### config.mk
export PLATFORM = sky130hd
export DESIGN_NAME = dbc_bridge_ctrl
export DESIGN_NICKNAME = d
export VERILOG_FILES = /design/src/hw/dbc_pkg.sv /design/src/hw/dbc_ctrl_if.sv /design/src/hw/dbc_bridge_ctrl.sv /design/src/hw/dbc_fwd_decode.sv
export VERILOG_INCLUDE_DIRS = /design/src /design/src/hw
export SDC_FILE = /design/constraint.sdc
export NUM_CORES = 1
export LEC_CHECK = 0
export BUFFER_PORTS_ARGS = -buffer_cell sky130_fd_sc_hd__buf_2
export CORE_UTILIZATION = 30
export CTS_BUF_LIST = sky130_fd_sc_hd__clkbuf_16
export CTS_CLUSTER_DIAMETER = 40
export CTS_CLUSTER_SIZE = 24
export DETAILED_ROUTE_END_ITERATION = 12
export PLACE_DENSITY = 0.64
export RECOVER_POWER = 25
export SLEW_MARGIN = 20
export SYNTH_ARGS = -nofsm -noshare
export SYNTH_HDL_FRONTEND = slang
export SYNTH_SLANG_ARGS = --single-unit
### constraint.sdc
create_clock -name CLK -period 2.2 [get_ports CLK]
set_input_delay 0.11 -clock CLK [delete_from_list [all_inputs] [get_ports CLK]]
set_output_delay 0.11 -clock CLK [all_outputs]
set_load 0.01 [all_outputs]
### src/hw/dbc_params.svh
`ifndef DBC_PARAMS_SVH
`define DBC_PARAMS_SVH

// register offsets inside port 0 configuration space
`define DBC_OFS_P5_BRIDGE_CTRL   12'hE2A
`define DBC_OFS_P6_BRIDGE_CTRL   12'hE2C

// bridge control field positions
`define DBC_BIT_ERR_ESC          1
`define DBC_BIT_ALIAS_FILT       2
`define DBC_BIT_DISP_DEC         3
`define DBC_BIT_DISP_16          4
`define DBC_WR_MASK              16'h001E
`define DBC_CTRL_RESET           16'h0000

// legacy address ranges
`define DBC_DISP_MEM_LO          32'h000A0000
`define DBC_DISP_MEM_HI          32'h000BFFFF
`define DBC_DISP_IO1_LO          10'h3B0
`define DBC_DISP_IO1_HI          10'h3BB
`define DBC_DISP_IO2_LO          10'h3C0
`define DBC_DISP_IO2_HI          10'h3DF
`define DBC_IO_64K_TOP           16'h0000
`define DBC_ALIAS_LOW_BYTES      10'h100

`endif

### src/hw/dbc_pkg.sv
package dbc_pkg;

	typedef enum logic [1:0]
	{
		DBC_REQ_MEM,
		DBC_REQ_IO,
		DBC_REQ_OTHER
	} dbc_kind_type;

	typedef enum logic
	{
		DBC_DIR_DOWN,
		DBC_DIR_UP
	} dbc_dir_type;

endpackage
### src/hw/dbc_ctrl_if.sv
`timescale 1ns/1ns
interface dbc_ctrl_if;
	logic       err_esc;
	logic       alias_filt;
	logic       disp_dec;
	logic       disp_16;
	logic       io_en;
	logic       mem_en;

	modport regs (output err_esc, output alias_filt, output disp_dec, output disp_16,
		output io_en, output mem_en);
	modport dec  (input err_esc, input alias_filt, input disp_dec, input disp_16,
		input io_en, input mem_en);
endinterface

### src/hw/dbc_bridge_ctrl.sv
`timescale 1ns/1ns
`include "dbc_params.svh"
module dbc_bridge_ctrl
	import dbc_pkg::*;
(
	// clock and reset
	input  wire logic                 CLK,
	input  wire logic                 RST,
	// port 0 configuration access
	input  wire logic                 CFG_PORT0,
	input  wire logic [11:0]          CFG_ADDR,
	input  wire logic                 CFG_WR,
	input  wire logic                 CFG_RD,
	input  wire logic [1:0]           CFG_BE,
	input  wire logic [15:0]          CFG_WDATA,
	output logic [15:0]               CFG_RDATA,
	output logic                      CFG_HIT,
	// command register bits of ports 5 and 6
	input  wire logic [1:0]           CMD_ERR_ESC,
	input  wire logic [1:0]           CMD_IO_EN,
	input  wire logic [1:0]           CMD_MEM_EN,
	// error messages arriving on the secondary side
	input  wire logic [1:0]           SEC_ERR_MSG,
	output logic [1:0]                ERR_FWD,
	output logic [1:0]                SYS_ERR_SET,
	// forwarding query
	input  wire logic                 REQ_VALID,
	input  wire logic                 REQ_PORT,
	input  wire dbc_pkg::dbc_kind_type REQ_KIND,
	input  wire dbc_pkg::dbc_dir_type  REQ_DIR,
	input  wire logic [31:0]          REQ_ADDR,
	input  wire logic                 REQ_IN_IO_WIN,
	input  wire logic                 REQ_IN_MEM_WIN,
	output logic                      FWD_VALID,
	output logic                      FWD_OK
);

	////////////////////////////////////////////////////////////////////////////

	function automatic logic [15:0] merge_wr(input logic [15:0] old, input logic [15:0] d,
		input logic [1:0] be);
		logic [15:0] m;
		m = {{8{be[1]}}, {8{be[0]}}} & `DBC_WR_MASK;
		merge_wr = (old & ~m) | (d & m);
	endfunction

	logic [15:0] ctrl_r [2];
	logic        sel_p5;
	logic        sel_p6;

	always_comb
	begin
		// only port 0 space reaches these copies
		sel_p5 = CFG_PORT0 && CFG_ADDR == `DBC_OFS_P5_BRIDGE_CTRL;
		sel_p6 = CFG_PORT0 && CFG_ADDR == `DBC_OFS_P6_BRIDGE_CTRL;
	end

	always_ff @(posedge CLK)
	begin
		if (RST)
		begin
			ctrl_r[0] <= `DBC_CTRL_RESET;
			ctrl_r[1] <= `DBC_CTRL_RESET;
		end
		else if (CFG_WR)
		begin
			if (sel_p5)
				ctrl_r[0] <= merge_wr(ctrl_r[0], CFG_WDATA, CFG_BE);
			if (sel_p6)
				ctrl_r[1] <= merge_wr(ctrl_r[1], CFG_WDATA, CFG_BE);
		end
	end

	always_ff @(posedge CLK)
	begin
		if (RST)
		begin
			CFG_RDATA <= 16'h0000;
			CFG_HIT   <= 1'b0;
		end
		else
		begin
			CFG_HIT <= (CFG_RD || CFG_WR) && (sel_p5 || sel_p6);
			// unmapped reads return zero
			if (CFG_RD && sel_p5)
				CFG_RDATA <= ctrl_r[0] & `DBC_WR_MASK;
			else if (CFG_RD && sel_p6)
				CFG_RDATA <= ctrl_r[1] & `DBC_WR_MASK;
			else
				CFG_RDATA <= 16'h0000;
		end
	end

	////////////////////////////////////////////////////////////////////////////

	always_ff @(posedge CLK)
	begin
		if (RST)
		begin
			ERR_FWD     <= 2'h0;
			SYS_ERR_SET <= 2'h0;
		end
		else
		begin
			for (int p = 0; p < 2; p++)
			begin
				ERR_FWD[p]     <= SEC_ERR_MSG[p] && ctrl_r[p][`DBC_BIT_ERR_ESC];
				SYS_ERR_SET[p] <= SEC_ERR_MSG[p] && ctrl_r[p][`DBC_BIT_ERR_ESC]
					&& CMD_ERR_ESC[p];
			end
		end
	end

	////////////////////////////////////////////////////////////////////////////

	dbc_ctrl_if ctl ();
	logic       fwd_c;

	// one shared decoder; port select steers the control copy in
	assign ctl.err_esc    = ctrl_r[REQ_PORT][`DBC_BIT_ERR_ESC];
	assign ctl.alias_filt = ctrl_r[REQ_PORT][`DBC_BIT_ALIAS_FILT];
	assign ctl.disp_dec   = ctrl_r[REQ_PORT][`DBC_BIT_DISP_DEC];
	// bit 4 has no effect without bit 3
	assign ctl.disp_16    = ctrl_r[REQ_PORT][`DBC_BIT_DISP_16]
		&& ctrl_r[REQ_PORT][`DBC_BIT_DISP_DEC];
	assign ctl.io_en      = CMD_IO_EN[REQ_PORT];
	assign ctl.mem_en     = CMD_MEM_EN[REQ_PORT];

	dbc_fwd_decode u_dec
	(
		.ctl        (ctl),
		.kind       (REQ_KIND),
		.dir        (REQ_DIR),
		.addr       (REQ_ADDR),
		.in_io_win  (REQ_IN_IO_WIN),
		.in_mem_win (REQ_IN_MEM_WIN),
		.fwd        (fwd_c)
	);

	always_ff @(posedge CLK)
	begin
		if (RST)
		begin
			FWD_VALID <= 1'b0;
			FWD_OK    <= 1'b0;
		end
		else
		begin
			FWD_VALID <= REQ_VALID;
			FWD_OK    <= REQ_VALID && fwd_c;
		end
	end

endmodule

### src/hw/dbc_fwd_decode.sv
`timescale 1ns/1ns
`include "dbc_params.svh"
module dbc_fwd_decode
	import dbc_pkg::*;
(
	// control bits of one port
	dbc_ctrl_if.dec             ctl,
	// request under test
	input  wire dbc_kind_type   kind,
	input  wire dbc_dir_type    dir,
	input  wire logic [31:0]    addr,
	input  wire logic           in_io_win,
	input  wire logic           in_mem_win,
	// verdict
	output logic                fwd
);

	function automatic logic disp_io_hit(input logic [31:0] a, input logic w16);
		logic [9:0] lo;
		lo = a[9:0];
		disp_io_hit = (a[31:16] == 16'h0000)
			&& (!w16 || a[15:10] == 6'h00)
			&& ((lo >= `DBC_DISP_IO1_LO && lo <= `DBC_DISP_IO1_HI)
			|| (lo >= `DBC_DISP_IO2_LO && lo <= `DBC_DISP_IO2_HI));
	endfunction

	logic disp_mem;
	logic disp_io;
	logic alias_zone;
	logic alias_top;

	always_comb
	begin
		disp_mem   = addr >= `DBC_DISP_MEM_LO && addr <= `DBC_DISP_MEM_HI;
		disp_io    = ctl.disp_dec && disp_io_hit(addr, ctl.disp_16);
		alias_zone = ctl.alias_filt && in_io_win && addr[31:16] == `DBC_IO_64K_TOP;
		alias_top  = addr[9:0] >= `DBC_ALIAS_LOW_BYTES;
		fwd        = 1'b0;
		case (kind)
			DBC_REQ_MEM:
			begin
				if (ctl.disp_dec && disp_mem)
					// window-independent claim, needs both space enables
					fwd = (dir == DBC_DIR_DOWN) && ctl.io_en && ctl.mem_en;
				else if (dir == DBC_DIR_DOWN)
					fwd = in_mem_win && ctl.mem_en;
				else
					fwd = !in_mem_win;
			end
			DBC_REQ_IO:
			begin
				if (disp_io)
					fwd = (dir == DBC_DIR_DOWN) && ctl.io_en && ctl.mem_en;
				else if (dir == DBC_DIR_DOWN)
					fwd = in_io_win && ctl.io_en && !(alias_zone && alias_top);
				else
					fwd = !in_io_win || (alias_zone && alias_top);
			end
			default:
				fwd = 1'b0;
		endcase
	end

endmodule

; Word level (Yosys, flattened, before mapping)
; Memory sizes are Yosys's and may differ from the RTL's.
; Cells that the tools add are included.
[word_totals]
reg_bits = 23
latchBits = 0
ramBits = 32
rom_bits = 0
in_bits = 82
output_inout_bits = 23
n_memories = 1
[mem_list]
columns = name, words, word_bits, rd, rd_clocked_by_memory_dff, write_ports, line
row1 = ctrl_r, 2, 16, 3, 0, 2, dbc_bridge_ctrl.sv:47  ; logic [15:0] ctrl_r [2];
[classes]
add_sub_neg = 0
multipliers = 0
div_mod_pow = 0
n_lt_le_gt_ge = 8
eq_ne = 3
shift = 0
n_mux = 23
bitwise_logic = 9
n_reduce_logical = 39
[ops]
columns = op, n
row1 = $and 16x16->16, 2
row2 = $ge 32x20->1 const B, 1
row3 = $le 32x20->1 const B, 1
row4 = $mux 16, 2
row5 = $or 16x16->16, 2
row6 = $logic_and 1x1->1, 26
row7 = $eq 12x12->1 const B, 2
row8 = $ge 10x10->1 const B, 2
row9 = $le 10x10->1 const B, 2
row10 = $mux 1, 18
row11 = $and 16x5->16, 1
row12 = $logic_not 16->1, 1
row13 = $not 5->16, 1
row14 = $ge 10x9->1 const B, 1
row15 = $mux 5, 2
row16 = $logic_not 6->1, 1
row17 = $logic_or 1x1->1, 5
row18 = $logic_not 1->1, 4
row19 = $eq 2x1->1 const B, 1
row20 = $logic_not 2->1, 1
row21 = $lt 1x2->1 const B, 1
row22 = $or 1x1->1, 2
row23 = $pmux 1 s2, 1
row24 = $reduce_or 2->1, 1
row25 = $not 1->1, 1

; Logic depth before layout (Yosys ltp)
; An unclocked memory read counts as a cell.
[depth]
word_depth = 10
depth_mapped = 6

; Cells and area by module
; Synthesis repeated with hierarchy kept, for this count alone.
[hier_totals]
cells_unflattened = 124
area_unflattened_um2 = 1233.7
[modules_own_cells]
columns = module, n_inst, cells_each, area_per_inst_um2, seq_area_each_um2
row1 = dbc_bridge_ctrl, 1, 86, 985.9, 460.4
row2 = dbc_fwd_decode, 1, 38, 247.7, 0.0

; Least setup slack after synthesis
; No wires, ideal clock.
[synth_timing]
kind = in2reg
startpoint = in REQ_ADDR[29]
endpoint = reg FWD_OK
setup_time_ns = 0.086
arrival_ns = 1.349
required_ns = 2.114
slack_ns = 0.766
cell_stages = 5
n_path_buf = 0
cell_sequence = or4_4 -> nor3_4 -> nand2_1 -> o31a_1 -> a211oi_1
[synth_via]
elab_chain_cells = 9
word_cells_on_any_way = 18
cone_classes = order compare (2) / mux (4) / reduce/logical (12)
[synth_lines]
columns = item, line
row1 = start: declaration, dbc_bridge_ctrl.sv:31  ; input wire logic [31:0] REQ_ADDR,
row2 = branches (longest 7 deep; another with $ge 32x20->1), n/a
row3 = $pmux 1 s2 *, dbc_fwd_decode.sv:39  ; case (kind)
row4 = $logic_and 1x1->1 *, dbc_bridge_ctrl.sv:150  ; FWD_OK <= REQ_VALID && fwd_c;
row5 = end signal: assignment, dbc_bridge_ctrl.sv:150
row6 = end: declaration, dbc_bridge_ctrl.sv:35  ; output logic FWD_OK
; Every way passes the cells marked *.
; A chain may end at the register's enable or synchronous reset.

==> impl_metrics.csv <==
group,metric,value,unit
routing,drc,0,
cells_and_area,drive_above_1_share,0.390,
sta,min_period,1390,ps
synth,synth_top_family_by_area,"simple AND/OR/NAND/NOR gates",
setup_path,startpoint_type,"register",
power_and_ir_drop,switching_power,183,µW
clock_tree,cts.hold.buffers_added,0,
routing,wire_per_inst,10.2,µm
clock_tree,cts_tree,"done",
setup_path,path_delay_family,"compound AO/OA/AOI/OAI gates",
cells_and_area,fin_nets,288,
power_and_ir_drop,irDropWorstVdd,423,µV
placement,pre_cts_ws,552,ps
floorplanning,start_util,0.314,
synth,synthMuxAreaShare,0.0432,
setup_path,crit_required,2320,ps
global_route,grt_pass1_wl,3.96,mm
global_route,track_usage,0.121,
synth,synth-async-reset-ratio,0,
sta,fin_crit_sh,0.633,
setup_path,end_kind,"register",
synth,synth-simple-area-share,0.301,
synth,synth_cell_type_count,35,
clock_tree,clk_pin_slew,50,ps
setup_path,cp_slowest_cell,"edfxtp_1",
power_and_ir_drop,power_frac_seq,0.436,
routing,dr_total_vias,1163,
power_and_ir_drop,p_sw_frac,0.210,
floorplanning,io-pin-count,105,
sta,finalSetupViolations,0,
sta,drv_slew,0,
clock_tree,clockBufferDepth,2,
routing,wl,2.58,mm
setup_path,worstPathCellList,"mux2i_1 -> nor3_4 -> a2111oi_1 -> a311o_1 -> a211oi_1",
cells_and_area,final_cell_area,1630,µm²
placement,gp_congestion,0.726,
global_route,grt_overflow_total,0,
synth,synth_adder_area_share,0,
power_and_ir_drop,clkPwrFrac,0.408,
setup_path,path_buf_inv,0,
floorplanning,die_x,64.1,µm
global_route,grt_max_degree,13,
global_route,grt_pass1_vias,1001,
clock_tree,cts_resized,0,
synth,ys_seq_elements,19,
clock_tree,clock_latency,240,ps
sta,fin_setup_tns,0,ps
clock_tree,post_cts_buffers,0,
setup_path,critical_path_arrival,1510,ps
floorplanning,core,3690,µm²
cells_and_area,syn_to_final_growth,41.0,%
min_path,hold_path.class,"in2reg",
power_and_ir_drop,powerDensity,535,nW/µm²
setup_path,max_stage_delay,400,ps
synth,syn_area,1160,µm²
setup_path,crit_fanout,3,
floorplanning,dieHeight,64.1,µm
setup_path,critPathKind,"reg2reg",
cells_and_area,post-route-util,0.442,
sta,skew,1.19,ps
clock_tree,numCtsBuffers,3,
power_and_ir_drop,p_leak,0.745,nW
routing,dr.pass1.iters,4,
floorplanning,core.rowCount,22,
routing,routed_via_density,4.60,
synth,synth_edf_count,8,
sta,max_freq,719,MHz
synth,synth_compound_area_frac,0.170,
floorplanning,die_area,4110,µm²
sta,final_hold_viol_count,0,
placement,placed_area,1560,µm²
flow_run,cap_violations,0,
synth,synth_flop_cell,"dfxtp_1",
sta,rsz0062_at_grt,"false",
synth,synth_seq_area_share,0.398,
clock_tree,h-tree-depth,1,
clock_tree,cts_sinks,19,
cells_and_area,antenna_cells,0,
outcome,status,"finished clean",
clock_tree,root_buffer,"clkbuf_16",
power_and_ir_drop,p_comb_frac,0.156,
routing,ant_nets,0,
routing,dr.first_iter.drc_count,35,
synth,synthCells,124,
placement,port-buffer-count,79,
power_and_ir_drop,p_int,690,µW
placement,post-dp-hpwl,2.18,mm
synth,synthXorXnorAreaFrac,0,
sta,setup_ws,808,ps
cells_and_area,n_fill_cell,377,
synth,yosys_warnings,0,
synth,synth.avg_cell_area,9.33,µm²
global_route,grt_antenna_before_repair,0,
==> Yosys cell counts, types with 2 or more instances <==
cell      count  area (µm²)
and3b_1       2        17.5
dfxtp_1      11         220
nor4_1        4        25.0
buf_4        12        90.1
o21bai_1      3        22.5
nor2b_1       5        31.3
nand4b_1      2        17.5
nand3b_1      3        22.5
a21oi_1      12        60.1
edfxtp_1      8         240
mux2i_1       5        50.1
nand2b_1     13        81.3
nand2_1       7        26.3
nor2_1        8        30.0
and2_1        2        12.5
nand3_1       4        20.0
a22oi_1       5        37.5
==> flip-flops by register name, indices dropped and copies added (netlist names) <==
| name | cells |
|---|---|
| FWD_VALID | 1 |
| SYS_ERR_SET | 2 |
| ctrl_r | 8 |
| CFG_HIT | 1 |
| FWD_OK | 1 |
| CFG_RDATA | 4 |
| ERR_FWD | 2 |
==> through the flow <==
step	power [mW]	std cells	hold WS (ps)
after floorplan	0.463	135	193
after global placement	0.523	249	312
after detailed placement	0.524	249	318
after CTS	0.887	253	62.1
after global routing	0.923	253	57.7
final	0.873	253	64.6
==> cell families after synthesis <==
family	after synthesis
simple gates	57
compound gates	28
flops	19
buf+inv	14
mux	5
other cells	1
==> worst paths after layout <==
kind,from,cells past startpoint,to,slack [ps]
worst max-delay path,ctrl_r[1][3],5,FWD_OK,810
worst min-delay path,CMD_ERR_ESC[0],2,SYS_ERR_SET[0],60
worst max register to register,ctrl_r[1][3],5,FWD_OK,810
worst min register to register,ctrl_r[1][3],2,CFG_RDATA[3],560
==> layout by cell type (no fill, tap or decap), drive strengths merged, types with 2 or more instances in the layout <==
cell,instances
nor2,8
o21bai,3
dfxtp,11
nand2,7
buf,73
nand3b,3
clkbuf,10
nor4,4
nand4b,2
nor3,2
nand2b,13
conb,12
edfxtp,8
nor2b,5
a21oi,12
nand3,4
a22oi,5
and3b,2
and2,2
mux2i,5
==> layer usage <==
metal  vias to the layer above  wire length (µm)  track usage
met5                         -                 0            0
met4                         0                 0       0.0389
met3                         0               195       0.0268
met2                        43              1290        0.214
met1                       517              1100        0.144
li1                        603                 -            -
==> power groups by stage <==
stage | registers (mW) | logic (mW) | clock network, mW
final | 0.381 | 0.136 | 0.357
after global routing | 0.382 | 0.151 | 0.391
after CTS | 0.380 | 0.137 | 0.369
after detailed placement | 0.388 | 0.137 | 0
after global placement | 0.388 | 0.136 | 0
after floorplan | 0.388 | 0.0751 | 0
==> layout make-up <==
type                            count  area, µm²  share of cell area
Clock inverter                      1       5.00             0.00307
Sequential cell                    19        460               0.282
Clock buffer                        3       75.1              0.0460
Tap cell                           48       60.1              0.0368
Timing Repair Buffer               80        392               0.240
Multi-Input combinational cell    102        639               0.392
Note: power is estimated with default switching activity, not from simulation.
